===== src/shared/spi_pin_pkg.sv =====
package spi_pin_pkg;
  // Master serial clock half period, as a time and as bus cycles
  localparam int CLK_MHZ = 100;
  localparam int SCK_HALF_NS = 40;
  localparam int SCK_HALF_CYCLES = (SCK_HALF_NS * CLK_MHZ + 999) / 1000;
  localparam int DATA_BITS = 8;
  localparam int SYNC_PINS = 4;
  // Synchronised pin vector positions
  localparam int PIN_SCK = 0;
  localparam int PIN_MOSI = 1;
  localparam int PIN_MISO = 2;
  localparam int PIN_SEL = 3;
  // Values after reset
  localparam logic RST_CTRL_BIT = 1'b0;
  localparam logic RST_FLAG = 1'b0;
  localparam logic RST_OE_N = 1'b1;
  localparam logic RST_PIN_HIGH = 1'b1;
  localparam logic RST_SCK_LEVEL = 1'b0;
  localparam logic [7:0] RST_DATA = 8'h00;

  typedef enum logic [1:0]
  {
    ST_IDLE = 2'b00,
    ST_RUN = 2'b01,
    ST_DONE = 2'b11
  } xfer_state_t;
endpackage


===== src/core/pin_sync.sv =====
`timescale 1ns/10ps
module pin_sync
#(
  parameter int W = 4
)
(
  input wire logic clk,
  input wire logic rst,
  input wire logic [W-1:0] din,
  output logic [W-1:0] level,
  output logic [W-1:0] rise,
  output logic [W-1:0] fall
);
  logic [W-1:0] stageOneFf;
  logic [W-1:0] stageTwoFf;
  logic [W-1:0] stageThreeFf;
  logic [W-1:0] levelFf;
  logic [W-1:0] agree;
  logic [W-1:0] nxt_level;

  assign agree = ~(stageTwoFf ^ stageThreeFf);
  // A change counts only once stages two and three agree
  assign nxt_level = (agree & stageThreeFf) | (~agree & levelFf);
  assign level = levelFf;
  assign rise = nxt_level & ~levelFf;
  assign fall = ~nxt_level & levelFf;

  always_ff @(posedge clk or posedge rst)
  begin
    if (rst)
    begin
      stageOneFf <= '1;
      stageTwoFf <= '1;
      stageThreeFf <= '1;
      levelFf <= '1;
    end
    else
    begin
      stageOneFf <= din;
      stageTwoFf <= stageOneFf;
      stageThreeFf <= stageTwoFf;
      levelFf <= nxt_level;
    end
  end
endmodule


===== src/core/spi_pin_mode_fault_power.sv =====
`timescale 1ns/10ps
// What this block does
// - Automatic select pin is low during a transfer, high when idle.
// - Automatic select only as master with select output and fault detect enabled.
// - No fault detection while automatic select output is enabled.
// - Single-pin mode uses the MOSI pin as master, MISO pin as slave.
// - Single-pin mode leaves MISO unused as master, MOSI unused as slave.
// - Shared pin direction follows bidir enable; it always feeds the shifter.
// - Serial clock pin is output as master, input as slave.
// - Select pin input or output as master, input as slave; single-pin irrelevant.
// - Master with fault detect enabled flags a fault when select goes low.
// - Master with fault detect disabled ignores select and keeps fault clear.
// - Slaves never raise a fault, bidirectional slaves included.
// - Fault makes the block a slave with all drivers off, transfer aborted.
// - Fault in single-pin master mode clears the bidir output enable.
// - Status read seeing fault, then control one write, clears the fault.
// - Module disabled stops the core while control bits stay writable.
// - Without halt-in-wait the block runs normally in wait.
// - With halt-in-wait a master pauses its transfer in wait and resumes.
// - A slave in wait keeps shifting and keeps sending the same data kind.
// - Slave completion in wait with halt-in-wait, or in retention stop, is deferred until exit.
// - Idle wait entry and exit produce no receive-full or data copy.
// - Retention stop freezes a master transfer; a slave stays in step.
// - Stop without retention disables the block and restores reset values.
// - Fault clears master select and aborts the current transfer.
// - Interrupt on fault or receive-full with enable set and module enabled.
module spi_pin_mode_fault_power
#(
  parameter int DATA_W = spi_pin_pkg::DATA_BITS,
  parameter int HALF_CYCLES = spi_pin_pkg::SCK_HALF_CYCLES
)
(
  input wire logic clk,
  input wire logic rst,
  input wire logic ctrlOneWr,
  input wire logic moduleEnableIn,
  input wire logic masterSelectIn,
  input wire logic selectOutputEnableIn,
  input wire logic receiveInterruptEnableIn,
  input wire logic ctrlTwoWr,
  input wire logic faultDetectEnableIn,
  input wire logic singlePinSelectIn,
  input wire logic bidirOutputEnableIn,
  input wire logic haltInWaitIn,
  input wire logic statusRd,
  input wire logic dataRd,
  input wire logic txWr,
  input wire logic [DATA_W-1:0] txData,
  input wire logic waitMode,
  input wire logic stopRetain,
  input wire logic stopNoRetain,
  input wire logic sckIn,
  input wire logic mosiIn,
  input wire logic misoIn,
  input wire logic selectIn,
  output logic sckOut,
  output logic sckOeN,
  output logic mosiOut,
  output logic mosiOeN,
  output logic misoOut,
  output logic misoOeN,
  output logic selectOut,
  output logic selectOeN,
  output logic masterSelect,
  output logic bidirOutputEnable,
  output logic faultFlag,
  output logic receiveFullFlag,
  output logic [DATA_W-1:0] dataRegister,
  output logic irq
);
  localparam int EW = $clog2(2 * DATA_W);
  localparam int DW = $clog2(HALF_CYCLES + 1);
  localparam logic [EW-1:0] LAST_EDGE = EW'(2 * DATA_W - 1);
  localparam logic [DW-1:0] LAST_DIV = DW'(HALF_CYCLES - 1);

  logic moduleEnableFf;
  logic masterSelectFf;
  logic selectOutputEnableFf;
  logic receiveInterruptEnableFf;
  logic faultDetectEnableFf;
  logic singlePinSelectFf;
  logic bidirOeFf;
  logic haltInWaitFf;
  logic faultFf;
  logic statusSeenFf;
  logic receiveFullFf;
  logic pendingCopyFf;
  logic [DATA_W-1:0] dataRegisterFf;
  logic [DATA_W-1:0] shiftFf;
  logic [EW-1:0] edgeCntFf;
  logic [DW-1:0] divCntFf;
  logic sckLevelFf;
  spi_pin_pkg::xfer_state_t stateFf;
  logic sckOutFf;
  logic sckOeNFf;
  logic mosiOutFf;
  logic mosiOeNFf;
  logic misoOutFf;
  logic misoOeNFf;
  logic selectOutFf;
  logic selectOeNFf;
  logic irqFf;

  logic [spi_pin_pkg::SYNC_PINS-1:0] pinRaw;
  logic [spi_pin_pkg::SYNC_PINS-1:0] pinLevel;
  logic [spi_pin_pkg::SYNC_PINS-1:0] pinRise;
  logic [spi_pin_pkg::SYNC_PINS-1:0] pinFall;

  assign pinRaw = {selectIn, misoIn, mosiIn, sckIn};

  pin_sync #(.W(spi_pin_pkg::SYNC_PINS)) pinSyncInst
  (
    .clk(clk),
    .rst(rst),
    .din(pinRaw),
    .level(pinLevel),
    .rise(pinRise),
    .fall(pinFall)
  );

  wire selLevel = pinLevel[spi_pin_pkg::PIN_SEL];
  wire slaveSelected = !masterSelectFf && !selLevel;
  wire slaveSckRise = pinRise[spi_pin_pkg::PIN_SCK];
  wire slaveSckFall = pinFall[spi_pin_pkg::PIN_SCK];
  // Shared pin feeds the shifter in single-pin mode
  wire serialIn = masterSelectFf
    ? (singlePinSelectFf ? pinLevel[spi_pin_pkg::PIN_MOSI] : pinLevel[spi_pin_pkg::PIN_MISO])
    : (singlePinSelectFf ? pinLevel[spi_pin_pkg::PIN_MISO] : pinLevel[spi_pin_pkg::PIN_MOSI]);
  wire autoSelect = masterSelectFf && selectOutputEnableFf && faultDetectEnableFf;
  wire faultSet = moduleEnableFf && masterSelectFf && faultDetectEnableFf
    && !selectOutputEnableFf && !selLevel && !faultFf;
  wire faultClr = ctrlOneWr && statusSeenFf;
  wire masterHalt = stopRetain || (waitMode && haltInWaitFf);
  wire masterRun = moduleEnableFf && masterSelectFf && !faultFf && !masterHalt;
  wire slaveRun = moduleEnableFf && slaveSelected && !faultFf;
  wire slaveHold = !masterSelectFf && (stopRetain || (waitMode && haltInWaitFf));
  wire halfTick = masterRun && stateFf == spi_pin_pkg::ST_RUN && divCntFf == LAST_DIV;
  wire sampleEdge = masterSelectFf ? (halfTick && !sckLevelFf) : (slaveRun && slaveSckRise);
  wire shiftEdge = masterSelectFf ? (halfTick && sckLevelFf) : (slaveRun && slaveSckFall);
  // Master takes its bit on the clock fall, past the pin sync delay;
  // a slave shifts on the rise so its next bit settles before the next rise
  wire shiftLoad = masterSelectFf ? shiftEdge : sampleEdge;
  wire xferDone = stateFf == spi_pin_pkg::ST_DONE;
  wire doCopy = !slaveHold && (xferDone || pendingCopyFf) && !receiveFullFf;
  wire driveOk = moduleEnableFf && !faultFf;

  wire nxt_sckOeN = !(driveOk && masterSelectFf);
  wire nxt_mosiOeN = !(driveOk && masterSelectFf && (!singlePinSelectFf || bidirOeFf));
  wire nxt_misoOeN = !(driveOk && slaveSelected && (!singlePinSelectFf || bidirOeFf));
  wire nxt_selectOeN = !(driveOk && autoSelect);
  wire nxt_selectOut = stateFf == spi_pin_pkg::ST_IDLE;
  wire nxt_irq = moduleEnableFf && receiveInterruptEnableFf && (faultFf || receiveFullFf);

  // Control bits; stop without retention restores them
  always_ff @(posedge clk or posedge rst)
  begin
    if (rst)
    begin
      moduleEnableFf <= spi_pin_pkg::RST_CTRL_BIT;
      masterSelectFf <= spi_pin_pkg::RST_CTRL_BIT;
      selectOutputEnableFf <= spi_pin_pkg::RST_CTRL_BIT;
      receiveInterruptEnableFf <= spi_pin_pkg::RST_CTRL_BIT;
      faultDetectEnableFf <= spi_pin_pkg::RST_CTRL_BIT;
      singlePinSelectFf <= spi_pin_pkg::RST_CTRL_BIT;
      bidirOeFf <= spi_pin_pkg::RST_CTRL_BIT;
      haltInWaitFf <= spi_pin_pkg::RST_CTRL_BIT;
    end
    else if (stopNoRetain)
    begin
      moduleEnableFf <= spi_pin_pkg::RST_CTRL_BIT;
      masterSelectFf <= spi_pin_pkg::RST_CTRL_BIT;
      selectOutputEnableFf <= spi_pin_pkg::RST_CTRL_BIT;
      receiveInterruptEnableFf <= spi_pin_pkg::RST_CTRL_BIT;
      faultDetectEnableFf <= spi_pin_pkg::RST_CTRL_BIT;
      singlePinSelectFf <= spi_pin_pkg::RST_CTRL_BIT;
      bidirOeFf <= spi_pin_pkg::RST_CTRL_BIT;
      haltInWaitFf <= spi_pin_pkg::RST_CTRL_BIT;
    end
    else
    begin
      if (ctrlOneWr)
      begin
        moduleEnableFf <= moduleEnableIn;
        selectOutputEnableFf <= selectOutputEnableIn;
        receiveInterruptEnableFf <= receiveInterruptEnableIn;
      end
      if (faultSet)
        masterSelectFf <= 1'b0;
      else if (ctrlOneWr && (!faultFf || faultClr))
        masterSelectFf <= masterSelectIn;
      if (ctrlTwoWr)
      begin
        faultDetectEnableFf <= faultDetectEnableIn;
        singlePinSelectFf <= singlePinSelectIn;
        haltInWaitFf <= haltInWaitIn;
      end
      if (faultSet && singlePinSelectFf)
        bidirOeFf <= 1'b0;
      else if (ctrlTwoWr)
        bidirOeFf <= bidirOutputEnableIn;
    end
  end

  // Fault flag and its clear sequence; a new fault wins over the clear
  always_ff @(posedge clk or posedge rst)
  begin
    if (rst)
    begin
      faultFf <= spi_pin_pkg::RST_FLAG;
      statusSeenFf <= spi_pin_pkg::RST_FLAG;
    end
    else if (stopNoRetain)
    begin
      faultFf <= spi_pin_pkg::RST_FLAG;
      statusSeenFf <= spi_pin_pkg::RST_FLAG;
    end
    else
    begin
      if (faultSet)
        faultFf <= 1'b1;
      else if (faultClr || (masterSelectFf && !faultDetectEnableFf))
        faultFf <= 1'b0;
      if (ctrlOneWr)
        statusSeenFf <= 1'b0;
      else if (statusRd && faultFf)
        statusSeenFf <= 1'b1;
    end
  end

  // Transfer sequencing for both roles
  always_ff @(posedge clk or posedge rst)
  begin
    if (rst)
    begin
      stateFf <= spi_pin_pkg::ST_IDLE;
      edgeCntFf <= '0;
      divCntFf <= '0;
      sckLevelFf <= spi_pin_pkg::RST_SCK_LEVEL;
    end
    else if (stopNoRetain || faultSet || faultFf || !moduleEnableFf)
    begin
      stateFf <= spi_pin_pkg::ST_IDLE;
      edgeCntFf <= '0;
      divCntFf <= '0;
      sckLevelFf <= spi_pin_pkg::RST_SCK_LEVEL;
    end
    else
    begin
      case (stateFf)
        spi_pin_pkg::ST_IDLE:
        begin
          edgeCntFf <= '0;
          divCntFf <= '0;
          if ((masterRun && txWr) || slaveRun)
            stateFf <= spi_pin_pkg::ST_RUN;
        end
        spi_pin_pkg::ST_RUN:
        begin
          if (!masterSelectFf && !slaveSelected)
            stateFf <= spi_pin_pkg::ST_IDLE;
          if (masterRun)
            divCntFf <= halfTick ? '0 : divCntFf + 1'b1;
          if (halfTick)
            sckLevelFf <= !sckLevelFf;
          if (sampleEdge || shiftEdge)
          begin
            edgeCntFf <= edgeCntFf + 1'b1;
            if (edgeCntFf == LAST_EDGE)
              stateFf <= spi_pin_pkg::ST_DONE;
          end
        end
        spi_pin_pkg::ST_DONE:
        begin
          edgeCntFf <= '0;
          stateFf <= (!masterSelectFf && slaveSelected) ? spi_pin_pkg::ST_RUN : spi_pin_pkg::ST_IDLE;
        end
        default:
          stateFf <= spi_pin_pkg::ST_IDLE;
      endcase
    end
  end

  // Shifter keeps the received byte, so an idle slave resends it
  always_ff @(posedge clk or posedge rst)
  begin
    if (rst)
    begin
      shiftFf <= '0;
    end
    else
    begin
      if (txWr && stateFf != spi_pin_pkg::ST_RUN)
        shiftFf <= txData;
      else if (shiftLoad)
        shiftFf <= {shiftFf[DATA_W-2:0], serialIn};
    end
  end

  // Receive copy, deferred while a slave is held in low power
  always_ff @(posedge clk or posedge rst)
  begin
    if (rst)
    begin
      receiveFullFf <= spi_pin_pkg::RST_FLAG;
      pendingCopyFf <= spi_pin_pkg::RST_FLAG;
      dataRegisterFf <= spi_pin_pkg::RST_DATA;
    end
    else if (stopNoRetain)
    begin
      receiveFullFf <= spi_pin_pkg::RST_FLAG;
      pendingCopyFf <= spi_pin_pkg::RST_FLAG;
      dataRegisterFf <= spi_pin_pkg::RST_DATA;
    end
    else
    begin
      if (xferDone && slaveHold)
        pendingCopyFf <= 1'b1;
      else if (!slaveHold)
        pendingCopyFf <= 1'b0;
      if (doCopy)
      begin
        receiveFullFf <= 1'b1;
        dataRegisterFf <= shiftFf;
      end
      else if (dataRd)
        receiveFullFf <= 1'b0;
    end
  end

  // Registered pin drivers
  always_ff @(posedge clk or posedge rst)
  begin
    if (rst)
    begin
      sckOutFf <= spi_pin_pkg::RST_SCK_LEVEL;
      sckOeNFf <= spi_pin_pkg::RST_OE_N;
      mosiOutFf <= spi_pin_pkg::RST_PIN_HIGH;
      mosiOeNFf <= spi_pin_pkg::RST_OE_N;
      misoOutFf <= spi_pin_pkg::RST_PIN_HIGH;
      misoOeNFf <= spi_pin_pkg::RST_OE_N;
      selectOutFf <= spi_pin_pkg::RST_PIN_HIGH;
      selectOeNFf <= spi_pin_pkg::RST_OE_N;
      irqFf <= spi_pin_pkg::RST_FLAG;
    end
    else
    begin
      sckOutFf <= sckLevelFf;
      sckOeNFf <= nxt_sckOeN;
      mosiOutFf <= shiftFf[DATA_W-1];
      mosiOeNFf <= nxt_mosiOeN;
      misoOutFf <= shiftFf[DATA_W-1];
      misoOeNFf <= nxt_misoOeN;
      selectOutFf <= nxt_selectOut;
      selectOeNFf <= nxt_selectOeN;
      irqFf <= nxt_irq;
    end
  end

  assign sckOut = sckOutFf;
  assign sckOeN = sckOeNFf;
  assign mosiOut = mosiOutFf;
  assign mosiOeN = mosiOeNFf;
  assign misoOut = misoOutFf;
  assign misoOeN = misoOeNFf;
  assign selectOut = selectOutFf;
  assign selectOeN = selectOeNFf;
  assign masterSelect = masterSelectFf;
  assign bidirOutputEnable = bidirOeFf;
  assign faultFlag = faultFf;
  assign receiveFullFlag = receiveFullFf;
  assign dataRegister = dataRegisterFf;
  assign irq = irqFf;
endmodule


===== config.mk =====
export PLATFORM = sky130hd
export DESIGN_NAME = spi_pin_mode_fault_power
export DESIGN_NICKNAME = d
export VERILOG_FILES = /design/src/shared/spi_pin_pkg.sv /design/src/core/pin_sync.sv /design/src/core/spi_pin_mode_fault_power.sv
export SDC_FILE = /design/constraint.sdc
export NUM_CORES = 1
export LEC_CHECK = 0
export CORE_ASPECT_RATIO = 0.9
export CORE_MARGIN = 2
export CORE_UTILIZATION = 55
export DETAILED_ROUTE_END_ITERATION = 8
export DONT_BUFFER_PORTS = 1
export PLACE_DENSITY = 0.71
export SETUP_SLACK_MARGIN = 0.4
export SYNTH_ARGS = -nofsm -noshare
export SYNTH_HDL_FRONTEND = slang
export SYNTH_SLANG_ARGS = --single-unit

===== constraint.sdc =====
create_clock -name clk -period 1.8 [get_ports clk]
set_input_delay 0.09 -clock clk [delete_from_list [all_inputs] [get_ports clk]]
set_output_delay 0.09 -clock clk [all_outputs]
set_load 0.1 [all_outputs]

## Word-level counts from Yosys, hierarchy flattened

Index checks and enable logic that the tools add are counted.

| word-level totals | value |
|---|---|
| bits in registers | 62 |
| output and inout bits | 21 |
| logic and storage cells | 193 |

| cells by class | value |
|---|---|
| add/sub/neg operators | 2 |
| equal/unequal tests | 9 |
| muxes and demuxes | 57 |
| bitwise logic cells | 10 |
| reductions and logical operators | 85 |

Operators by type and width:

| cell | count |
|---|---|
| $logic_and A1 B1 Y1 | 40 |
| $mux W1 | 40 |
| $mux W8 | 4 |
| $reduce_bool A3 Y1 | 7 |
| $logic_not A1 Y1 | 16 |
| $reduce_bool A2 Y1 | 6 |
| $logic_or A1 B1 Y1 | 11 |
| $mux W2 | 5 |
| $mux W3 | 3 |
| $and A4 B4 Y4 | 2 |
| $mux W4 | 2 |
| $not A4 Y4 | 2 |
| $pmux W4 S2 | 1 |
| $ne A3 B1 Y1 const B | 2 |
| $ne A3 B2 Y1 const B | 2 |
| $pmux W2 S3 | 1 |
| $pmux W3 S2 | 1 |
| $reduce_and A2 Y1 | 3 |
| $add A4 B1 Y4 const B | 1 |
| $eq A4 B4 Y1 const B | 1 |
| $or A4 B4 Y4 | 1 |
| $xor A4 B4 Y4 | 1 |
| $add A3 B1 Y3 const B | 1 |
| $eq A3 B2 Y1 const B | 1 |
| other kinds (7) | 9 |

## Longest topological paths before layout

Gate-level depths: netlist of run 1.

| depth | value |
|---|---|
| depth in word-level cells | 13 |
| depth in mapped cells | 7 |
| gate-level depth less buffers | 6 |

## Hierarchy

From an unflattened synthesis of run 1, not the netlist that was laid out.

| second synthesis, totals | value |
|---|---|
| cell total of the unflattened synthesis | 260 |
| area total of the unflattened synthesis | 2911.5 sq um |

Modules (own cells, without submodules):

| module | times used | cells an instance | area each (sq um) | seq. area each (sq um) |
|---|---|---|---|---|
| spi_pin_mode_fault_power | 1 | 231 | 2372.3 | 1158.6 |
| pin_sync | 1 | 29 | 539.3 | 420.4 |

## Worst setup path after synthesis of run 1

Ideal clock, no wire load.

| path | value |
|---|---|
| kind | reg-to-reg |
| start | register masterSelectFf (netlist: masterSelect) |
| end | register edgeCntFf[3] |
| setup time | 0.121 ns |
| arrival time | 2.027 ns |
| data required time | 1.679 ns |
| path slack | -0.348 ns |
| cell stages (with the launch flop) | 6 |
| buffers on the path | 1 |
| period minus slack after synthesis | 2.148 ns |
| cell sequence | dfrtp_1 -> buf_6 -> and3b_1 -> nand4_1 -> a32o_1 -> a22o_1 |

| between the ends | value |
|---|---|
| longest elaborated chain between the ends | 10 |
| elaborated cells between the ends (all ways) | 27 |
| classes of those cells | 1 x eq/ne; 3 x mux; 23 x reduce/logical |

RTL lines:

| item | line | text |
|---|---|---|
| start: declaration | spi_pin_mode_fault_power.sv:77 | `logic masterSelectFf;` |
| start signal: assignment | spi_pin_mode_fault_power.sv:160 | `masterSelectFf <= spi_pin_pkg::RST_CTRL_BIT;` |
| start signal: assignment | spi_pin_mode_fault_power.sv:171 | `masterSelectFf <= spi_pin_pkg::RST_CTRL_BIT;` |
| start signal: assignment | spi_pin_mode_fault_power.sv:190 | `masterSelectFf <= masterSelectIn;` |
| $logic_and A1 B1 Y1 | spi_pin_mode_fault_power.sv:130, spi_pin_mode_fault_power.sv:134 |  |
| $logic_and A1 B1 Y1, on equally long branches | spi_pin_mode_fault_power.sv:134, spi_pin_mode_fault_power.sv:130 |  |
| $logic_and A1 B1 Y1, on equally long branches | spi_pin_mode_fault_power.sv:134, spi_pin_mode_fault_power.sv:131 |  |
| $logic_and A1 B1 Y1, on equally long branches (2 in series) | spi_pin_mode_fault_power.sv:137, spi_pin_mode_fault_power.sv:131 |  |
| $logic_and A1 B1 Y1, or another cell as far along | spi_pin_mode_fault_power.sv:138 | `wire sampleEdge = masterSelectFf ? (halfTick && !sckLevelFf) : (slaveRun && slaveSckRise);` |
| $mux W1, or another cell as far along | spi_pin_mode_fault_power.sv:138 |  |
| $logic_or A1 B1 Y1, on equally long branches | spi_pin_mode_fault_power.sv:265, spi_pin_mode_fault_power.sv:240 |  |
| $ne A3 B1 Y1 (no source line) / $reduce_bool A3 Y1 (equally long branches) | - |  |
| $reduce_and A2 Y1 (no source line) | - |  |
| end signal: assignment | spi_pin_mode_fault_power.sv:267 | `edgeCntFf <= edgeCntFf + 1'b1;` |
| end: declaration | spi_pin_mode_fault_power.sv:90 | `logic [EW-1:0] edgeCntFf;` |

Parallel ways exist; a longest one is shown, timed or not.
A chain may end at the register's enable or synchronous reset.

## Final worst setup path of run 1

| path | value |
|---|---|
| start | register divCntFf[0] |
| end | register shiftFf[6] |

| between the ends | value |
|---|---|
| longest elaborated chain between the ends | 6 |
| elaborated cells between the ends (all ways) | 8 |
| classes of those cells | 1 x eq/ne; 3 x mux; 4 x reduce/logical |

RTL lines:

| item | line | text |
|---|---|---|
| start: declaration | spi_pin_mode_fault_power.sv:91 | `logic [DW-1:0] divCntFf;` |
| start signal: assignment | spi_pin_mode_fault_power.sv:262 | `divCntFf <= halfTick ? '0 : divCntFf + 1'b1;` |
| $eq A3 B2 Y1 * | spi_pin_mode_fault_power.sv:137 | `wire halfTick = masterRun && stateFf == spi_pin_pkg::ST_RUN && divCntFf == LAST_DIV;` |
| $logic_and A1 B1 Y1 * | spi_pin_mode_fault_power.sv:137 |  |
| $logic_and A1 B1 Y1, on equally long branches | spi_pin_mode_fault_power.sv:138, spi_pin_mode_fault_power.sv:139 |  |
| $mux W1, on equally long branches | spi_pin_mode_fault_power.sv:138, spi_pin_mode_fault_power.sv:139 |  |
| $mux W1 * | spi_pin_mode_fault_power.sv:142 | `wire shiftLoad = masterSelectFf ? shiftEdge : sampleEdge;` |
| $reduce_bool A2 Y1 (no source line) * | - |  |
| end signal: assignment | spi_pin_mode_fault_power.sv:293 | `shiftFf <= txData;` |
| end signal: assignment | spi_pin_mode_fault_power.sv:295 | `shiftFf <= {shiftFf[DATA_W-2:0], serialIn};` |
| end: declaration | spi_pin_mode_fault_power.sv:89 | `logic [DATA_W-1:0] shiftFf;` |

Every way passes the cells marked *; elsewhere a longest branch is shown, timed or not.

==> flow_summary.yaml, run 1 <==
run_status:
  status: "complete, but fails checks"
  violations: "hold timing"
clock_network:
  clkLatencyLatePin_ps: 350
  numCtsBuffers: 9
  clkTransAtPathRegs_ps: 70
  cts_tree: "yes"
  root_buffer: "clkbuf_8"
  cts_max_level: 3
  cts_buffer_depth: 2
  clock_sinks: 62
placement:
  place_area_um2: 3100
  gp_congestion: 0.867
  dp.cells: 334
  hpwlAfterDp_um: 3910
  place_ws_ps: 61.8
  numPortBuffers: 0
final_layout:
  design_area_um2: 3990
  utilization_pct: 82.0
  insertedDiodeCount: 0
  layout.cells.non_filler: 399
  area_delta_synth_final_pct: 42.5
  layout-drive-gt1-share_pct: 41.6
  num-nets-final: 366
detailed_routing:
  wl_um: 7640
  vias_per_cell: 5.86
  drtAntennaViolNets: 0
  vias: 2338
  dr.pass1.iters: 4
  first_iter_violations: 223
  wl_per_cell_um: 19.2
  drc_errors: 0
setup_path:
  crit_required_ps: 2020
  start_kind: "flip-flop"
  r2r_end: "shiftFf[6]"
  reg2reg_depth: 6
  critPathKind: "reg2reg"
  end_kind: "flip-flop"
  cp_max_fo: 8
  ff2ff_setup_slack_ps: 120
  r2r_start: "divCntFf[0]"
  arrival_ps: 1900
floorplanning:
  rows: 24
  die_x_um: 79.2
  dieArea_um2: 5680
  die_y_um: 71.7
  io_pins: 51
  start_util_pct: 57.6
  core_um2: 4860
sta:
  post-route-min-period_ps: 1680
  max_freq_mhz: 595
  rsz0062_at_grt: "true"
  maxSlewViolCount: 0
  worst_slew_pin_slew_ps: 905
  worst_hold_slack_ps: -35.8
  min_period_over_period_pct: 93.3
  skew_ps: 8.59
  max_slew_margin_pct: 39.5
  finalSetupViolCount: 0
  final-hold-violation-count: 1
  setup_ws_ps: 120
synthesis:
  synth.distinct_cells: 45
  synth_nets: 288
  synth_cells: 251
  synth_top_flop_cell: "dfrtp_1"
  syn_area_per_cell_um2: 11.2
  yosysSeqAreaShare_pct: 56.4
  yosys_warnings: 0
  synth-seq-cells: 62
  synth_edf_count: 0
  syn-cell-area_um2: 2800
  ys_async_sr_fraction_pct: 100
flow_run:
  max-cap-violations: 0
hold_path:
  min_path_type: "in2reg"
  whs_endpoint: "faultDetectEnableFf"
  hp-start: "ctrlTwoWr"
  hold_depth: 2
global_routing:
  grt_pass1_vias: 2296
  grt_max_degree: 63
  antenna_found_initial: 0
  grt_pass1_wl_um: 11600
  grt_use_total_pct: 27.4
  grt_overflow: 0
pwr:
  p_leak_nw: 1.71
  p_per_area_nw_per_um2: 805
  peakVddDrop_mv: 0.922
## report_power, final
part           switching, mW  internal, mW
sequential            0.0636          1.47
clock                  0.574         0.770
combinational          0.193         0.141
## routing by layer
metal | vias up | track usage (%) | part of all wire (%)
li1 | 1063 | - | -
met1 | 1155 | 34.6 | 42
met2 | 103 | 44.8 | 50
met3 | 17 | 9.32 | 6.1
met4 | 0 | 9.20 | 2.3
met5 | - | 0 | 0
## sequential cells by signal (all words and copies together), names as in the netlist, 2 cells and up, named ones only
signal                    flops
shiftFf                       8
pinSyncInst.stageThreeFf      4
dataRegister                  8
edgeCntFf                     4
pinSyncInst.stageTwoFf        4
stateFf                       2
pinSyncInst.stageOneFf        4
divCntFf                      3
## synth_stat cells, types with 2 or more instances
master | count | area, µm²
nand4_1 | 11 | 68.8
nor2_1 | 25 | 93.8
dfstp_2 | 22 | 578
ha_1 | 7 | 87.6
buf_2 | 2 | 10.0
dfrtp_1 | 40 | 1000
inv_1 | 11 | 41.3
xnor2_1 | 2 | 17.5
and3_1 | 3 | 18.8
a21oi_1 | 13 | 65.1
o211ai_1 | 7 | 52.6
clkbuf_1 | 7 | 26.3
a21boi_0 | 2 | 15.0
nor2b_1 | 3 | 18.8
a31oi_1 | 4 | 25.0
nor3_1 | 4 | 20.0
buf_4 | 3 | 22.5
and3b_1 | 3 | 26.3
o21ai_0 | 7 | 35.0
nand2b_1 | 5 | 31.3
mux2i_1 | 16 | 160
nand2_1 | 14 | 52.6
nand3_1 | 13 | 65.1
maj3_1 | 4 | 40.0
a311o_1 | 3 | 30.0
## per-stage QoR
stage               TNS (ps)  power (mW)
floorplan               -231        1.73
global placement           0        1.77
detailed placement         0        1.78
CTS                        0        3.20
global route               0        3.32
finish                     0        3.21
## critical path, stage by stage (launching register included)
cell,delay [ps]
dfrtp_1,390
ha_1,230
and3b_2,240
buf_4,140
and4_4,230
o211ai_1,220
nand3_1,110
## worst max-delay path by stage
| stage | from | endpoint | slack (ps) | depth (start not counted) |
|---|---|---|---|---|
| after floorplan | masterSelect | edgeCntFf[3] | -110 | 5 |
| after global placement | stateFf[1] | edgeCntFf[3] | 100 | 6 |
| after detailed placement | stateFf[1] | edgeCntFf[3] | 60 | 6 |
| after CTS | stateFf[1] | edgeCntFf[3] | 170 | 6 |
| after global routing | faultFlag | edgeCntFf[1] | 100 | 5 |
| final | divCntFf[0] | shiftFf[6] | 120 | 6 |
## kinds of logic after synthesis
| group | count (synthesis) | synth area share [%] |
|---|---|---|
| compound gates | 47 | 11.8 |
| xor+xnor | 2 | 0.626 |
| fa+ha+maj | 11 | 4.56 |
| buf+inv | 24 | 3.98 |
| flops | 62 | 56.4 |
| mux | 17 | 6.12 |
| simple gates | 88 | 16.6 |
## what timing repair did
| action | 4_1_cts | 5_1_grt |
|---|---|---|
| pin swaps | 14 | 18 |
| hold buffers | 29 | 1 |
| setup buffers | 10 | 10 |
| cloned | 1 | 0 |
| gates resized for setup | 30 | 33 |
| setup endpoints to repair | 30 | 32 |
| endpoints found under the hold margin | 94 | 1 |
## cell usage in the layout, fill, tap and decap left out, types with 3 or more instances in the layout
master / netlist / final
and3b_2: 0 / 3
dfstp_2: 22 / 22
inv_1: 11 / 4
dlygate4sd3_1: 0 / 28
dfrtp_2: 0 / 5
nand4_1: 11 / 11
dfrtp_1: 40 / 35
nand3_1: 13 / 13
mux2i_1: 16 / 14
nor2b_1: 3 / 3
a31oi_1: 4 / 4
nand2_2: 0 / 3
buf_6: 1 / 10
clkbuf_8: 0 / 10
nand2_1: 14 / 11
a311o_1: 3 / 3
buf_4: 3 / 40
o211ai_1: 7 / 7
a21oi_1: 13 / 8
a21oi_2: 1 / 4
nand2b_1: 5 / 5
inv_2: 0 / 6
maj3_1: 4 / 4
o21ai_1: 0 / 5
ha_1: 7 / 4
nor2_1: 25 / 23
## cell type report
type / instances / area (µm²)
Fill cell: 258 / 875
Clock inverter: 5 / 63.8
Inverter: 11 / 45.0
Tap cell: 65 / 81.3
Sequential cell: 62 / 1590
Clock buffer: 11 / 163
Multi-Input combinational cell: 165 / 1320
Timing Repair Buffer: 80 / 728
(Power assumes the default switching activity.)
==> run 2: changes to the inputs <==
--- a/config.mk
+++ b/config.mk
@@ -11,7 +11,7 @@
 export DETAILED_ROUTE_END_ITERATION = 8
 export DONT_BUFFER_PORTS = 1
 export PLACE_DENSITY = 0.71
-export SETUP_SLACK_MARGIN = 0.4
+export SETUP_SLACK_MARGIN = 0.3
 export SYNTH_ARGS = -nofsm -noshare
 export SYNTH_HDL_FRONTEND = slang
 export SYNTH_SLANG_ARGS = --single-unit
==> run 2 against run 1 <==
  * Die area unchanged
  * Final cell count unchanged
  * Hold slack improved by 90 ps
  * Sequential power about the same
  * Global-route usage increased by 0.70 points
  * Highest routed layer unchanged
  * Register-to-register slack got worse by 20 ps
  * Power decreased by 2.8%
  * The flow now finishes without violations
  * Sequential share of layout area increased by 0.76 points
  * First-iteration DRC count decreased by 4.0%
==> flow_summary.yaml, run 2 (synthesis gave the netlist of run 1 again) <==
clock_network:
  numCtsBuffers: 9
  cts_max_level: 3
  cts_buffer_depth: 2
  root_buffer: "clkbuf_8"
  clkTransAtPathRegs_ps: 70
  clkLatencyLatePin_ps: 340
  cts_tree: "yes"
  clock_sinks: 62
floorplanning:
  die_x_um: 79.2
  dieArea_um2: 5680
  core_um2: 4860
  start_util_pct: 57.6
  die_y_um: 71.7
  io_pins: 51
  rows: 24
sta:
  worst_slew_pin_slew_ps: 888
  rsz0062_at_grt: "true"
  maxSlewViolCount: 0
  max_slew_margin_pct: 40.6
  min_period_over_period_pct: 94.5
  max_freq_mhz: 588
  skew_ps: 8.28
  final-hold-violation-count: 0
  finalSetupViolCount: 0
  post-route-min-period_ps: 1700
global_routing:
  grt_pass1_vias: 2415
  antenna_found_initial: 0
  grt_pass1_wl_um: 12000
  grt_use_total_pct: 28.1
  grt_max_degree: 63
  grt_overflow: 0
pwr:
  p_leak_nw: 1.70
  peakVddDrop_mv: 0.560
  p_per_area_nw_per_um2: 798
run_status:
  status: "completed"
final_layout:
  area_delta_synth_final_pct: 39.7
  final_cell_mix: "buf_4 (41), dfrtp_1 (36), dlygate4sd3_1 (29), nor2_1 (24), dfstp_2 (22)"
  final_common_cell: "buf_4"
  num-nets-final: 366
  layout-drive-gt1-share_pct: 37.7
  design_area_um2: 3910
  layout.cells.non_filler: 399
  multi_input_area_um2: 1280
  fillers: 285
  utilization_pct: 80.4
  insertedDiodeCount: 0
  seqCellArea_um2: 1580
setup_path:
  cp_max_fo: 4
  arrival_ps: 1930
  start_kind: "flip-flop"
  critPathKind: "reg2reg"
  end_kind: "flip-flop"
  crit_required_ps: 2030
  reg2reg_depth: 7
detailed_routing:
  drc_errors: 0
  wl_per_cell_um: 19.0
  wl_um: 7570
  vias_per_cell: 5.92
  vias: 2364
  dr.pass1.iters: 4
  drtAntennaViolNets: 0
  first_iter_violations: 214
flow_run:
  max-cap-violations: 0
placement:
  numPortBuffers: 0
  gp_congestion: 0.855
  hpwlAfterDp_um: 4100
  place_area_um2: 3100
  dp.cells: 334
hold_path:
  min_path_type: "in2reg"
  hold_depth: 2
-- run 2: cell count changes in the layout (fill, tap and decap cells not counted), moves of 2 or more --
cell / previous run / this run
a21oi_1: 8 / 10
and3b_1: 0 / 2
buf_6: 10 / 7
clkbuf_8: 10 / 12
clkinv_4: 2 / 0
o21ai_0: 0 / 2
o21ai_2: 2 / 0
-- run 2: critical path, stage by stage (launching register included) --
cell     delay (ps)
dfrtp_1         410
ha_2            190
and3b_2         240
buf_4           150
buf_6           100
nand4_1         120
a21oi_1         120
o31ai_1         260
-- run 2: through the flow --
| stage | setup TNS [ps] | power (mW) | setup slack [ps] | hold WS, ps |
|---|---|---|---|---|
| finish | 0 | 3.12 | 98.7 | 54.3 |
| floorplan | -231 | 1.73 | -108 | 94.5 |
| global placement | 0 | 1.77 | 92.6 | 71.2 |
| detailed placement | 0 | 1.78 | 37.2 | 71.3 |
| CTS | 0 | 3.12 | 156 | 53.5 |
| global route | 0 | 3.24 | 55.4 | 79.4 |
-- run 2: path summary, 6_finish.rpt --
| check | start | endpoint | slack [ps] |
|---|---|---|---|
| setup / recovery | divCntFf[1] | shiftFf[0] | 100 |
| hold / removal | bidirOutputEnableIn | bidirOutputEnable | 50 |
| setup reg to reg | divCntFf[1] | shiftFf[0] | 100 |
| hold reg to reg | pinSyncInst.stageOneFf[3] | pinSyncInst.stageTwoFf[3] | 350 |
| max in group asynchronous | rst | pinSyncInst.stageOneFf[0] | 1170 |
| min in group asynchronous | rst | moduleEnableFf | 300 |
-- run 2: routing by layer --
metal / vias to the layer above / share of wire (%) / track usage (%)
li1: 1058 / - / -
met5: - / 0 / 0
met3: 17 / 6.2 / 8.82
met4: 0 / 2.0 / 9.77
met2: 101 / 51 / 46.1
met1: 1188 / 41 / 35.7
-- run 2: repair_timing --
action                                  CTS  global route
buffers inserted                         12             6
pin swaps                                16             9
gates resized for setup                  27            15
cloned                                    2             0
hold buffers                             29             0
endpoints found under the setup margin   24            28
hold endpoints to repair                 94             0
-- run 2: where the power goes --
group	switching [mW]	leakage, nW	internal (mW)
clock	0.520	0.106	0.751
sequential	0.0615	0.762	1.47
combinational	0.185	0.829	0.134
-- run 2: layout make-up --
type                       count  area share (%)
clock inverter                 3            1.09
timing repair buffer          79            18.2
multi-input combinational    166            32.7
tap                           65            2.08
sequential                    62            40.5
inverter                      11            1.15
clock buffer                  13            4.32
